==> config.mk <==
export PLATFORM = sky130hd
export DESIGN_NAME = pcg_deep_sleep
export DESIGN_NICKNAME = d
export VERILOG_FILES = /design/src/hdl/pcg_pkg.sv /design/src/hdl/pcg_deep_sleep.sv
export VERILOG_INCLUDE_DIRS = /design/src /design/src/hdl
export SDC_FILE = /design/constraint.sdc
export NUM_CORES = 1
export LEC_CHECK = 0
export ABC_AREA = 1
export BUFFER_PORTS_ARGS = -buffer_cell sky130_fd_sc_hd__clkbuf_2
export CORE_ASPECT_RATIO = 1.75
export CORE_MARGIN = 4
export CORE_UTILIZATION = 31
export CTS_CLUSTER_DIAMETER = 120
export DETAILED_ROUTE_END_ITERATION = 10
export GPL_TIMING_DRIVEN = 0
export PLACE_DENSITY = 0.66
export SLEW_MARGIN = 20
export SYNTH_ARGS = -nofsm -noshare
export SYNTH_HDL_FRONTEND = slang
export SYNTH_SLANG_ARGS = --single-unit
==> constraint.sdc <==
create_clock -name clk -period 1.9 [get_ports clk]
set_input_delay 0.38 -clock clk [delete_from_list [all_inputs] [get_ports clk]]
set_output_delay 0.38 -clock clk [all_outputs]
set_load 0.005 [all_outputs]
==> src/hdl/pcg_deep_sleep_map.svh <==
// Register offsets, field positions and reset values of the gating block
`ifndef PCG_DEEP_SLEEP_MAP_SVH
`define PCG_DEEP_SLEEP_MAP_SVH

// ----------------------------------------------------------------
// Register byte offsets (low address bits decoded)
// ----------------------------------------------------------------
`define PCG_DEC_W 12
`define PCG_OFF_DS_GATE 12'h124
`define PCG_OFF_FLT_STAT 12'h130
`define PCG_OFF_FLT_CLR 12'h134
`define PCG_OFF_FLT_EN 12'h138
`define PCG_OFF_EFF_EN 12'h13C

// ----------------------------------------------------------------
// Unit gate bit positions inside the deep-sleep gate word
// ----------------------------------------------------------------
`define PCG_BIT_ASYNC0 0
`define PCG_BIT_ASYNC1 1
`define PCG_BIT_SYNC0 4
`define PCG_BIT_TWOWIRE0 12
`define PCG_BIT_CNT0 16
`define PCG_BIT_CNT1 17
`define PCG_BIT_CNT2 18
`define PCG_BIT_COMPARATOR0 24

// ----------------------------------------------------------------
// Reset values and bus answers
// ----------------------------------------------------------------
`define PCG_DS_RST 32'h0000_0000
`define PCG_FLT_RST 8'h00
`define PCG_RESP_OKAY 2'h0
`define PCG_RESP_SLVERR 2'h2

`endif

==> src/hdl/pcg_pkg.sv <==
// Types shared by the deep-sleep clock gating block
`default_nettype none

package pcg_pkg;

  // One bit per gated unit, index order: async0, async1, sync0, twowire0, cnt0..2, comparator_zero_gate
  typedef logic [7:0] pcg_unit_t;

  // AXI4-Lite master-to-slave signals
  typedef struct packed {
    logic awvalid;
    logic [31:0] awaddr;
    logic wvalid;
    logic [31:0] wdata;
    logic [3:0] wstrb;
    logic bready;
    logic arvalid;
    logic [31:0] araddr;
    logic rready;
  } pcg_axi_req_t;

  // AXI4-Lite slave-to-master signals
  typedef struct packed {
    logic awready;
    logic wready;
    logic bvalid;
    logic [1:0] bresp;
    logic arready;
    logic rvalid;
    logic [31:0] rdata;
    logic [1:0] rresp;
  } pcg_axi_rsp_t;

  // Power state seen from the system controller
  typedef struct packed {
    logic autoClockGatingSelect;
    logic sleepNow;
    logic deepSleepNow;
  } pcg_pwr_t;

  // Write channel progress
  typedef enum logic [1:0] {
    PCG_W_IDLE = 2'b01,
    PCG_W_RESP = 2'b10
  } pcg_wst_t;

endpackage

`default_nettype wire
==> src/hdl/pcg_deep_sleep.sv <==
// Deep-sleep unit clock gate register with clock enable selection and fault logic
//
// What this block does
// - Each writable bit gates exactly one unit
// - Bit one clocks unit; zero leaves it off
// - Access to unclocked unit returns bus fault
// - Reset clears every gate bit to zero
// - Gate word at 0x124 serves deep sleep
// - Sleep registers apply only with auto gating
// - Bit 24 gates analog comparator zero
// - Bits 18,17,16 gate counters two,one,zero
// - Bit 12 two-wire port, bit 4 sync serial
// - Bits 1,0 gate async serial one,zero
// - Reserved bits read zero, ignore writes
//
// The AXI4-Lite slave port was left to the implementer.
`timescale 1ns/1ps
`default_nettype none
`include "pcg_deep_sleep_map.svh"

module pcg_deep_sleep
  import pcg_pkg::*;
#(
  parameter int UNITS = 8
) (
  input wire logic clk,
  input wire logic rst_b,
  input wire pcg_axi_req_t axiReq,
  output var pcg_axi_rsp_t axiRsp,
  input wire pcg_pwr_t pwr,
  input wire pcg_unit_t runGate,
  input wire pcg_unit_t sleepGate,
  input wire pcg_unit_t periphAccess,
  output var pcg_unit_t unitClkEn,
  output var logic busFault,
  output var logic irq
);

  // ----------------------------------------------------------------
  // Elaboration checks and constants
  // ----------------------------------------------------------------
  if (UNITS != 8) begin : g_bad_units
    $error("pcg_deep_sleep serves exactly eight gated units");
  end

  // Word position of each unit's gate bit, in unit index order
  localparam int unsigned POS [8] = '{
    `PCG_BIT_ASYNC0, `PCG_BIT_ASYNC1,
    `PCG_BIT_SYNC0, `PCG_BIT_TWOWIRE0,
    `PCG_BIT_CNT0, `PCG_BIT_CNT1, `PCG_BIT_CNT2,
    `PCG_BIT_COMPARATOR0
  };

  // Whole block state
  typedef struct packed {
    pcg_axi_rsp_t rsp;
    pcg_wst_t wst;
    logic [31:0] awAddr;
    logic [31:0] wData;
    logic [3:0] wStrb;
    pcg_unit_t dsGate;
    pcg_unit_t unitClkEn;
    logic busFault;
    pcg_unit_t fltStat;
    pcg_unit_t fltEn;
    logic irq;
  } pcg_state_t;

  // Spread unit bits onto their word positions, all else zero
  function automatic logic [31:0] spread(input pcg_unit_t u);
    spread = 32'h0000_0000;
    for (int i = 0; i < 8; i++) begin
      spread[POS[i]] = u[i];
    end
  endfunction

  // Gather unit bits out of a word
  function automatic pcg_unit_t gather(input logic [31:0] w);
    gather = 8'h00;
    for (int i = 0; i < 8; i++) begin
      gather[i] = w[POS[i]];
    end
  endfunction

  localparam pcg_state_t RST_STATE = '{
    rsp: '{awready: 1'b1, wready: 1'b1, bvalid: 1'b0, bresp: `PCG_RESP_OKAY,
           arready: 1'b1, rvalid: 1'b0, rdata: 32'h0000_0000, rresp: `PCG_RESP_OKAY},
    wst: PCG_W_IDLE,
    awAddr: 32'h0000_0000,
    wData: 32'h0000_0000,
    wStrb: 4'h0,
    dsGate: gather(`PCG_DS_RST),
    unitClkEn: gather(`PCG_DS_RST),
    busFault: 1'b0,
    fltStat: `PCG_FLT_RST,
    fltEn: `PCG_FLT_RST,
    irq: 1'b0
  };

  pcg_state_t s_q;
  pcg_state_t s_d;
  pcg_unit_t dsWrBit;
  pcg_unit_t fltEvt;
  logic wrFire;
  logic [`PCG_DEC_W-1:0] wrOff;
  logic [`PCG_DEC_W-1:0] rdOff;

  // ----------------------------------------------------------------
  // Per-unit write data with byte strobes
  // ----------------------------------------------------------------
  for (genvar i = 0; i < 8; i++) begin : g_unit
    // Each unit owns one bit; byte lane of that bit must be strobed
    assign dsWrBit[i] = s_q.wStrb[POS[i] / 8] ? s_q.wData[POS[i]] : s_q.dsGate[i];
  end

  // Write is carried out once address and data are both held
  assign wrFire = (s_q.wst == PCG_W_IDLE) && !s_q.rsp.awready && !s_q.rsp.wready;
  assign wrOff = s_q.awAddr[`PCG_DEC_W-1:0];
  assign rdOff = axiReq.araddr[`PCG_DEC_W-1:0];
  // Access to a unit whose clock is cut
  assign fltEvt = periphAccess & ~s_q.unitClkEn;

  // ----------------------------------------------------------------
  // Next state
  // ----------------------------------------------------------------
  always_comb begin
    pcg_unit_t clr;
    clr = 8'h00;
    s_d = s_q;

    // Address and data channels taken in either order
    if (axiReq.awvalid && s_q.rsp.awready) begin
      s_d.rsp.awready = 1'b0;
      s_d.awAddr = axiReq.awaddr;
    end
    if (axiReq.wvalid && s_q.rsp.wready) begin
      s_d.rsp.wready = 1'b0;
      s_d.wData = axiReq.wdata;
      s_d.wStrb = axiReq.wstrb;
    end

    // Write decode and response
    case (s_q.wst)
      PCG_W_IDLE: begin
        if (wrFire) begin
          s_d.rsp.bvalid = 1'b1;
          s_d.rsp.bresp = `PCG_RESP_OKAY;
          s_d.wst = PCG_W_RESP;
          case (wrOff)
            `PCG_OFF_DS_GATE: s_d.dsGate = dsWrBit;
            `PCG_OFF_FLT_CLR: begin
              if (s_q.wStrb[0]) begin
                clr = s_q.wData[7:0];
              end
            end
            `PCG_OFF_FLT_EN: begin
              if (s_q.wStrb[0]) begin
                s_d.fltEn = s_q.wData[7:0];
              end
            end
            `PCG_OFF_FLT_STAT, `PCG_OFF_EFF_EN: s_d.rsp.bresp = `PCG_RESP_OKAY;
            default: s_d.rsp.bresp = `PCG_RESP_SLVERR;
          endcase
        end
      end
      PCG_W_RESP: begin
        if (axiReq.bready) begin
          s_d.rsp.bvalid = 1'b0;
          s_d.rsp.awready = 1'b1;
          s_d.rsp.wready = 1'b1;
          s_d.wst = PCG_W_IDLE;
        end
      end
      default: s_d.wst = PCG_W_IDLE;
    endcase

    // Read address taken, data one cycle later
    if (axiReq.arvalid && s_q.rsp.arready) begin
      s_d.rsp.arready = 1'b0;
      s_d.rsp.rvalid = 1'b1;
      s_d.rsp.rresp = `PCG_RESP_OKAY;
      case (rdOff)
        `PCG_OFF_DS_GATE: s_d.rsp.rdata = spread(s_q.dsGate);
        `PCG_OFF_FLT_STAT: s_d.rsp.rdata = {24'h00_0000, s_q.fltStat};
        `PCG_OFF_FLT_EN: s_d.rsp.rdata = {24'h00_0000, s_q.fltEn};
        `PCG_OFF_EFF_EN: s_d.rsp.rdata = {24'h00_0000, s_q.unitClkEn};
        `PCG_OFF_FLT_CLR: s_d.rsp.rdata = 32'h0000_0000;
        default: begin
          s_d.rsp.rdata = 32'h0000_0000;
          s_d.rsp.rresp = `PCG_RESP_SLVERR;
        end
      endcase
    end else if (s_q.rsp.rvalid && axiReq.rready) begin
      s_d.rsp.rvalid = 1'b0;
      s_d.rsp.arready = 1'b1;
    end

    // Effective enable: run bits unless auto gating picks a low-power set
    if (!pwr.autoClockGatingSelect || !(pwr.sleepNow || pwr.deepSleepNow)) begin
      s_d.unitClkEn = runGate;
    end else if (pwr.deepSleepNow) begin
      s_d.unitClkEn = s_q.dsGate;
    end else begin
      s_d.unitClkEn = sleepGate;
    end

    // Fault pulse and sticky status; a new fault beats a clear
    s_d.busFault = |fltEvt;
    s_d.fltStat = (s_q.fltStat & ~clr) | fltEvt;
    s_d.irq = |(s_d.fltStat & s_d.fltEn);
  end

  // Registered state, synchronous reset
  always_ff @(posedge clk) begin
    if (!rst_b) begin
      s_q <= RST_STATE;
    end else begin
      s_q <= s_d;
    end
  end

  // Outputs straight from the state flops
  assign axiRsp = s_q.rsp;
  assign unitClkEn = s_q.unitClkEn;
  assign busFault = s_q.busFault;
  assign irq = s_q.irq;
endmodule

`default_nettype wire

==> results of run 1 <==
==> area by class of cell <==
| class | instances | area (sq um) |
|---|---|---|
| flip-flops and latches | 85 | 1702 |
| inverters | 56 | 210.2 |
| multi-input cells | 397 | 1892 |
| clock inverters | 4 | 70.07 |
| repair buffers | 106 | 538.0 |
| plain buffers | 69 | 446.7 |
| well taps | 171 | 214.0 |
| clock buffers | 12 | 256.5 |
| fillers | 1432 | 7746 |
==> flip-flops by register name, summed over array words and instances, names as in the netlist <==
| name | cells |
|---|---|
| irq | 1 |
| axiRsp | 20 |
| s_q | 55 |
| busFault | 1 |
| unitClkEn | 8 |
==> layer usage <==
layer / track usage, % / part of all wire (%) / up-vias
met4: 7.578 / 3.3 / 0
met1: 15.16 / 35 / 1751
met3: 3.448 / 5.5 / 20
met2: 30.60 / 56 / 103
met5: 0 / 0 / -
li1: - / - / 2112
==> cells in the final DEF (no fill, tap or decap), drive strengths merged, types with 16 or more instances in the layout <==
cell | Yosys | layout
inv | 55 | 55
o21ai | 59 | 59
nor2 | 71 | 71
nand2 | 128 | 128
conb | 1 | 21
clkbuf | 17 | 132
buf | 52 | 55
dfxtp | 85 | 85
nand3 | 16 | 16
a21oi | 67 | 67
==> synth_stat cells (all sizes together) <==
master	n	share of area [%]
nand2	128	12
dfxtp	85	41
nor2	71	7.7
a21oi	67	8.0
o21ai	59	7.1
inv	55	4.9
buf	52	9.2
clkbuf	17	1.5
nand3	16	2.2
nand4	10	1.5
nor3	10	2.0
o211ai	6	1.1
nor4	3	0.45
a31oi	2	0.30
nand3b	2	0.36
clkinv	1	0.090
conb	1	0.090
o21a	1	0.18
o41ai	1	0.21
==> power by group through the flow <==
stage / logic (W) / clock network, W / registers, W
finish: 0.000540 / 0.00189 / 0.00194
global route: 0.000614 / 0.00201 / 0.00196
CTS: 0.000546 / 0.00193 / 0.00194
detailed placement: 0.000545 / 0 / 0.00198
global placement: 0.000540 / 0 / 0.00198
floorplan: 0.000346 / 0 / 0.00196
==> metrics by stage <==
stage | utilization [%] | cell area [sq um]
floorplan | - | 4250
global placement | 38.09 | 4980
detailed placement | 38.09 | 4980
CTS | 40.58 | 5306
global route | 40.76 | 5329
finish | 40.76 | 5329
==> worst min-delay path by stage <==
stage	start	endpoint	slack [ns]	depth (start not counted)
after floorplan	axiRsp[38]	axiRsp[38]	0.43	2
after global placement	s_q[81]	s_q[81]	0.46	2
after detailed placement	s_q[79]	s_q[79]	0.46	2
after CTS	axiReq[71]	axiRsp[39]	0.23	2
after global routing	axiReq[71]	axiRsp[39]	0.25	2
final	axiReq[71]	axiRsp[39]	0.24	2
==> logic make-up after synthesis <==
group                  Yosys count
buffers and inverters          125
other                            1
and+or+nand+nor                240
AOI/OAI and AO/OA              136
DFF                             85
==> critical path: stages (launching register included) <==
cell	delay, ns
dfxtp_1	0.33
nor2_1	0.11
nand3_1	0.31
nor2_1	0.28
nand3_1	0.11
nand2_1	0.09
nand2_1	0.05
nand2_1	0.06
nand2_1	0.06
nor2_1	0.10
a21oi_1	0.10
==> results.toml, run 1 <==
[drt]
dr.first_iter.drc_count = 164
viasPerCell = 4.429
antenna_left = 0
drc = 0
drt-total-wl_um = 11900
vias = 3986
drt_first_pass_iters = 4
wire_per_inst_um = 13.22

[sta]
relSlewSlack_pct = 60.37
hold_ws_ns = 0.2372
drv_slew = 0
finalHoldViolCount = 0
fmax_mhz = 572.4
fin_worst_skew_ns = 0.005747
setup_slack_ns = 0.1529
worstMarginPinSlew_ns = 0.5945
fin_crit_sh_pct = 91.95
rsz0062_at_grt = "no"
timing.final.crit_period_ns = 1.747
fin_tns_setup_ns = 0
setup_viol = 0

[placement]
dp_hpwl_um = 9828
port_buffers = 103
gp_congestion = 0.8474
dp_slack_ns = 0.1180
dpl.cell_count = 881

[cells_and_area]
fin_cells = 900
layout-drive-gt1-share_pct = 27.30
n_antenna_cell = 0
synthToLayoutAreaGrowth_pct = 27.63
finalNetCount = 858

[clock_tree]
clkSinkCount = 85
cts_tree = "built"
post_cts_resized = 0
cts_buffer_depth = 2
clock_latency_ns = 0.34
ctsHtreeMaxLevel = 3
numCtsBuffers = 9
clk_pin_slew_ns = 0.06
clock-root-buffer = "clkbuf_16"
cts_hold_buf = 0
cts_setup_buffers = 0

[pwr]
internal_power_w = 0.003333
swShare_pct = 23.82
vdd_drop_max_mv = 0.3664
p_sw_w = 0.001042
p_leak_nw = 2.632
seq_power_share_pct = 44.4
power_w = 0.004375
p_clk_share_pct = 43.2
pwr-share-comb_pct = 12.3
pwr_density_cell_nw_per_um2 = 821.1

[yosys]
syn-cell-area_sq_um = 4175
synthMuxAreaShare_pct = 0
yosysSeqAreaShare_pct = 40.76
synth_top_family_by_area = "simple AND/OR/NAND/NOR gates"
yosysWarningCount = 0
synth-seq-cells = 85
synth-simple-area-share_pct = 26.55
synth_xor_area_share_pct = 0
syn_inst = 587
synth_compound_area_share_pct = 16.87
synth_cell_type_count = 30
syn_avg_cell_area_sq_um = 7.113
yosys.area_share.adder_pct = 0

[global_route]
overflow = 0
grt_use_total_pct = 15.87
antenna_found_initial = 0
grt_pass1_vias = 3944
grt_pass1_wl_um = 18700
grt_max_degree = 14

[critical_path]
r2r_end = "irq"
endpoint_kind = "flop"
crit_path_start = "axiRsp[40]"
path_max_fanout = 9
worstSetupStartpointType = "flop"
arrival_ns = 1.94
reg2reg_slack_ns = 0.15
reg2regPathDepth = 10
critical_path_class = "reg2reg"
crit_end = "irq"
worstPathRequired_ns = 2.09
r2r_start = "axiRsp[40]"

[floorplanning]
pin_count = 185
die_w_um = 95.73
die_y_um = 161.5
rows = 55
core_sq_um = 13080
start_util_pct = 31.93
die_area_sq_um = 15460

[run_status]
outcome = "finished clean"

[run]
cap_violations = 0

[min_path]
hold_class = "in2reg"
Power figures use the tool's default switching activity.
==> run 2, diff against run 1 <==
--- a/config.mk
+++ b/config.mk
@@ -6,15 +6,15 @@
 export SDC_FILE = /design/constraint.sdc
 export NUM_CORES = 1
 export LEC_CHECK = 0
-export ABC_AREA = 1
 export BUFFER_PORTS_ARGS = -buffer_cell sky130_fd_sc_hd__clkbuf_2
 export CORE_ASPECT_RATIO = 1.75
 export CORE_MARGIN = 4
 export CORE_UTILIZATION = 31
 export CTS_CLUSTER_DIAMETER = 120
+export CTS_CLUSTER_SIZE = 20
 export DETAILED_ROUTE_END_ITERATION = 10
 export GPL_TIMING_DRIVEN = 0
-export PLACE_DENSITY = 0.66
+export PLACE_DENSITY = 0.67
 export SLEW_MARGIN = 20
 export SYNTH_ARGS = -nofsm -noshare
 export SYNTH_HDL_FRONTEND = slang
==> run 2 against run 1 <==
  * The flow now finishes with violations (setup timing)
  * Synthesized cell count decreased by 23%
  * Critical path depth is 3 lower
  * Maximum frequency decreased by 16%
  * Wire length fell by 6.8%
  * Via count fell by 12%
  * Sequential cell count unchanged
  * Synthesized area shrank 8.1%
  * Clock-buffer cell count shrank 3
  * Final cell count is 15% lower
  * Sequential power barely moved
  * Critical path type unchanged
  * Critical endpoint unchanged
  * Largest cell class unchanged
  * Largest power group unchanged
  * Highest routed layer unchanged
==> results.toml, run 2 <==
[run_status]
outcome = "finished, violations left"
violations = "setup timing"

[floorplanning]
pin_count = 185
die_area_sq_um = 14300
core_sq_um = 12070
rows = 53
die_w_um = 92.12
start_util_pct = 31.81
die_y_um = 155.2

[yosys]
yosys-top-cells-count = "dfxtp_1 (85), nand2_1 (70), nor2_1 (54), buf_4 (50), a21oi_1 (41)"
synth.most_common_cell = "dfxtp_1"
yosys_most_used_dff = "dfxtp_1"
synth_top_area_share_pct = 44.33
synth-async-reset-ratio_pct = 0
netlist_top_cells_area = "dfxtp_1 (44%), buf_4 (9.8%), mux2i_1 (7.6%)"
synth_cell_type_count = 34
synth_edf_count = 0
yosysSeqAreaShare_pct = 44.33
yosysWarningCount = 0
synth-seq-cells = 85
syn-cell-area_sq_um = 3839
synth_largest_area_cell = "dfxtp_1"
syn_inst = 454
syn_avg_cell_area_sq_um = 8.455

[placement]
dpl.cell_count = 742
dp_slack_ns = -0.5606
dp_hpwl_um = 8851
port_buffers = 103
gp_congestion = 0.8638

[global_route]
grt_pass1_wl_um = 16880
grt_max_degree = 14
grt_pass1_vias = 3530
overflow = 0
grt_use_total_pct = 15.07
antenna_found_initial = 0

[clock_tree]
ctsHtreeMaxLevel = 3
clock-root-buffer = "clkbuf_16"
cts_buffer_depth = 2
clock_latency_ns = 0.34
clkSinkCount = 85
numCtsBuffers = 9
clk_pin_slew_ns = 0.06
cts_tree = "built"

[critical_path]
endpoint_kind = "flop"
crit_buf_inv = 1
worstPathRequired_ns = 2.11
arrival_ns = 2.29
critical_path_class = "reg2reg"
worstSetupStartpointType = "flop"
cp_slowest_cell = "o41a_1"
crit_top_cell = "o22ai_2"
worstPathCellList = "nor4b_4 -> and3_4 -> nand4_1 -> buf_4 -> o22ai_2 -> o22ai_2 -> o41a_1"
path_max_fanout = 8
crit_family = "compound AO/OA/AOI/OAI gates"
cpPeakStageDelay_ns = 0.44

[sta]
finalHoldViolCount = 0
fin_crit_sh_pct = 109.6
fmax_mhz = 480.3
rsz0062_at_grt = "yes"
setup_viol = 1
hold_ws_ns = 0.2474
fin_worst_skew_ns = 0.005385
relSlewSlack_pct = 26.73
timing.final.crit_period_ns = 2.082
setup_slack_ns = -0.1819
worstMarginPinSlew_ns = 1.089
drv_slew = 0

[cells_and_area]
n_antenna_cell = 0
finalNetCount = 729
largest_register = "s_q"
synthToLayoutAreaGrowth_pct = 34.88
largest_register_ffs = 55
final_cell_mix = "clkbuf_2 (103), dfxtp_1 (80), nand2_1 (69)"
layout-drive-gt1-share_pct = 34.62
fin_cells = 763
fin_util_pct = 42.90
mostFrequentLayoutCell = "clkbuf_2"

[drt]
dr.first_iter.drc_count = 132
wire_per_inst_um = 14.54
drc = 0
drt-total-wl_um = 11090
drt_first_pass_iters = 4
viasPerCell = 4.599
antenna_left = 0
vias = 3509

[run]
cap_violations = 0

[pwr]
p_leak_nw = 2.351
internal_power_w = 0.003241
p_clk_share_pct = 42.7
p_sw_w = 0.0009971
seq_power_share_pct = 45.5
power_w = 0.004238
swShare_pct = 23.53
vdd_drop_max_mv = 0.4531
pwr-share-comb_pct = 11.8
pwr_density_cell_nw_per_um2 = 818.6

[min_path]
hold_class = "in2reg"
[run 2: metrics by stage]
step | instance area, sq um | setup TNS, ns
after floorplan | 3919 | -0.03591
after global placement | 4641 | -0.9324
after detailed placement | 4641 | -1.834
after CTS | 5029 | -0.2065
after global routing | 5177 | -0.2262
final | 5177 | -0.1819
[run 2: path summary, 6_finish.rpt]
check	slack [ns]	from	depth (start not counted)	end
setup / recovery	-0.18	s_q[103]	7	irq
hold / removal	0.25	axiReq[71]	2	axiRsp[39]
setup reg to reg	-0.18	s_q[103]	7	irq
hold reg to reg	0.46	s_q[37]	2	s_q[37]
[run 2: per-layer routing]
| layer | wire [um] | track usage (%) |
|---|---|---|
| met1 | 3901 | 14.67 |
| met2 | 6090 | 29.08 |
| met3 | 658 | 3.532 |
| met4 | 442 | 7.371 |
| met5 | 0 | 0 |
[run 2: layout make-up]
cell class / instances / area, sq um
fill: 1251 / 6892
multi-input combinational: 316 / 1916
sequential: 85 / 1710
timing repair buffer: 110 / 568.0
buffer: 68 / 455.4
clock buffer: 9 / 225.2
tap: 165 / 206.4
clock inverter: 5 / 77.57
inverter: 5 / 18.77
[run 2: power by group through the flow]
stage	clock network, W	logic, W	registers [W]
after global placement	0	0.000452	0.00195
final	0.00181	0.000500	0.00193
after detailed placement	0	0.000460	0.00196
after CTS	0.00184	0.000481	0.00192
after global routing	0.00191	0.000551	0.00194
after floorplan	0	0.000291	0.00193
[run 2: cell families (layout without fill, tap and decap cells)]
| logic type | Yosys count | after routing | synth area share, % |
|---|---|---|---|
| compound gates | 86 | 86 | 13.36 |
| other cells | 1 | 21 | 0.09769 |
| simple gates | 177 | 177 | 21.74 |
| flops | 85 | 85 | 44.33 |
| mux | 32 | 32 | 8.442 |
| buf+inv | 73 | 197 | 12.03 |
[run 2: timing repair]
item                       CTS  global route
hold buffers                 0             0
setup endpoints to repair    9            11
gates resized for setup      8            26
setup buffers                7             0
pin swaps                    8             4
==> run 3, diff against run 2 <==
--- a/config.mk
+++ b/config.mk
@@ -8,7 +8,7 @@
 export LEC_CHECK = 0
 export BUFFER_PORTS_ARGS = -buffer_cell sky130_fd_sc_hd__clkbuf_2
 export CORE_ASPECT_RATIO = 1.75
-export CORE_MARGIN = 4
+export CORE_MARGIN = 2
 export CORE_UTILIZATION = 31
 export CTS_CLUSTER_DIAMETER = 120
 export CTS_CLUSTER_SIZE = 20
==> constraint.sdc (replaced) <==
create_clock -name clk -period 1.9 [get_ports clk]
set_input_delay 0.38 -clock clk [delete_from_list [all_inputs] [get_ports clk]]
set_output_delay 0.38 -clock clk [all_outputs]
set_load 0.05 [all_outputs]
==> run 3 against run 2 <==
  * The run still ends with setup timing left
  * Via count decreased by 0.83%
  * Register-to-register slack got worse by 0.05 ns
  * Hold slack lost 0.0011 ns
  * Sequential power hardly changed
  * Sequential cell count stayed put
  * Design area rose by 0.36%
  * Total power rose by 7.7%
  * Worst setup slack worse by 0.052 ns
  * Critical path depth is 1 higher
  * Wire length decreased by 5.3%
  * Clock power up 9.9%
  * Sequential share of layout area is 0.17 points lower
  * Critical endpoint unchanged
  * Largest cell class unchanged
  * Highest routed layer unchanged
==> results.toml, run 3 (synthesis gave the netlist of run 2 again) <==
[drt]
drt-total-wl_um = 10500
antenna_left = 0
drc = 0
wire_per_inst_um = 13.69
viasPerCell = 4.537
drt_first_pass_iters = 4
dr.first_iter.drc_count = 129
vias = 3480

[pwr]
vdd_drop_max_mv = 0.5892
power_w = 0.004564
p_leak_nw = 2.360
pwr_density_cell_nw_per_um2 = 878.3

[sta]
fin_crit_sh_pct = 112.3
setup_viol = 2
rsz0062_at_grt = "yes"
setup_slack_ns = -0.2341
relSlewSlack_pct = 36.09
timing.final.crit_period_ns = 2.134
drv_slew = 0
fin_tns_setup_ns = -0.3089
worstMarginPinSlew_ns = 0.9499
fin_worst_skew_ns = 0.008563
finalHoldViolCount = 0
fmax_mhz = 468.6

[critical_path]
cpPeakStageDelay_ns = 0.35
endpoint_kind = "flop"
arrival_ns = 2.36
crit_top_cell = "buf_6"
reg2reg_slack_ns = -0.23
worstSetupStartpointType = "flop"
crit_path_start = "axiRsp[40]"
critical_path_class = "reg2reg"
worstPathCellList = "nor4b_4 -> and3_4 -> nand4bb_1 -> buf_6 -> buf_6 -> mux2i_4 -> o22ai_2 -> o41a_1"
worstPathRequired_ns = 2.12
path_max_fanout = 8
cp_slowest_cell = "dfxtp_4"
r2r_start = "axiRsp[40]"
reg2regPathDepth = 8
r2r_end = "irq"
crit_end = "irq"

[cells_and_area]
synthToLayoutAreaGrowth_pct = 35.36
largest_register_ffs = 55
largest_register = "s_q"
fin_cells = 767
layout-drive-gt1-share_pct = 33.72
regArea_sq_um = 1708
finalNetCount = 731
fillers = 1218
multi_input_area_sq_um = 1886
n_antenna_cell = 0
mostFrequentLayoutCell = "clkbuf_2"
final_cell_mix = "clkbuf_2 (103), dfxtp_1 (82), nand2_1 (69)"

[run]
cap_violations = 0

[run_status]
violations = "setup timing"
outcome = "finished, violations left"

[placement]
dp_hpwl_um = 8446
port_buffers = 103
dpl.cell_count = 742
gp_congestion = 0.8278

[global_route]
grt_max_degree = 15
grt_use_total_pct = 15.41
grt_pass1_vias = 3286
grt_pass1_wl_um = 15540
antenna_found_initial = 0
overflow = 0

[min_path]
hold_class = "in2reg"
min_path_cells = 2

[clock_tree]
cts_tree = "built"
ctsHtreeMaxLevel = 3
clock-root-buffer = "clkbuf_16"
cts_buffer_depth = 2
clkSinkCount = 85
cts_hold_buf = 0
clock_latency_ns = 0.34
clk_pin_slew_ns = 0.06
numCtsBuffers = 9

[floorplanning]
rows = 53
die_w_um = 88.12
core_sq_um = 12070
start_util_pct = 31.81
pin_count = 185
die_area_sq_um = 13320
die_y_um = 151.2
-- run 3: where the power goes --
group	leakage (nW)	switching [W]	internal, W
clock	0.163	0.000703	0.00128
sequential	0.696	0.0000664	0.00186
combinational	1.50	0.000410	0.000242
total	2.36	0.00118	0.00338
-- run 3: layout make-up --
cell class | count | area share, %
multi-input combinational | 316 | 36.29
sequential | 85 | 32.87
timing repair buffer | 112 | 11.37
buffer | 68 | 8.596
clock buffer | 10 | 4.406
tap | 165 | 3.973
clock inverter | 6 | 2.143
inverter | 5 | 0.3612
-- run 3: worst max-delay path, delay by kind of cell, from the launching register on --
kind            cells  cell delay, ns
mux                 1            0.18
buf+inv             2            0.33
compound gates      2            0.43
flops               1            0.35
simple gates        3            0.72
-- run 3: what timing repair did --
item / 4_1_cts / 5_1_grt
gates resized for setup: 9 / 21
buffers inserted: 3 / 6
pin swaps: 4 / 5
setup endpoints to repair: 9 / 8
-- run 3: worst min-delay path by stage --
stage | slack, ns | startpoint | to
after floorplan | 0.43 | s_q[78] | s_q[78]
after global placement | 0.44 | s_q[78] | s_q[78]
after detailed placement | 0.44 | s_q[75] | s_q[75]
after CTS | 0.25 | axiReq[104] | axiRsp[40]
after global routing | 0.26 | axiReq[80] | s_q[78]
final | 0.25 | axiReq[104] | axiRsp[40]
-- run 3: metrics by stage --
step / utilization [%] / hold WS, ns / instance area [sq um] / setup WS, ns
floorplan: - / 0.4315 / 3919 / -0.03591
global placement: 38.45 / 0.4418 / 4641 / -0.4808
detailed placement: 38.45 / 0.4447 / 4641 / -0.5308
CTS: 41.83 / 0.2509 / 5049 / -0.1991
global route: 43.05 / 0.2633 / 5196 / -0.2809
finish: 43.05 / 0.2463 / 5196 / -0.2341
-- run 3: routing by layer --
| layer | wire, um | global-route usage [%] | share of wire [%] | vias up |
|---|---|---|---|---|
| li1 | - | - | - | 1756 |
| met1 | 3827 | 15.85 | 36 | 1573 |
| met5 | 0 | 0 | 0 | - |
| met2 | 5752 | 28.94 | 55 | 130 |
| met3 | 549 | 3.106 | 5.2 | 21 |
| met4 | 372 | 7.273 | 3.5 | 0 |
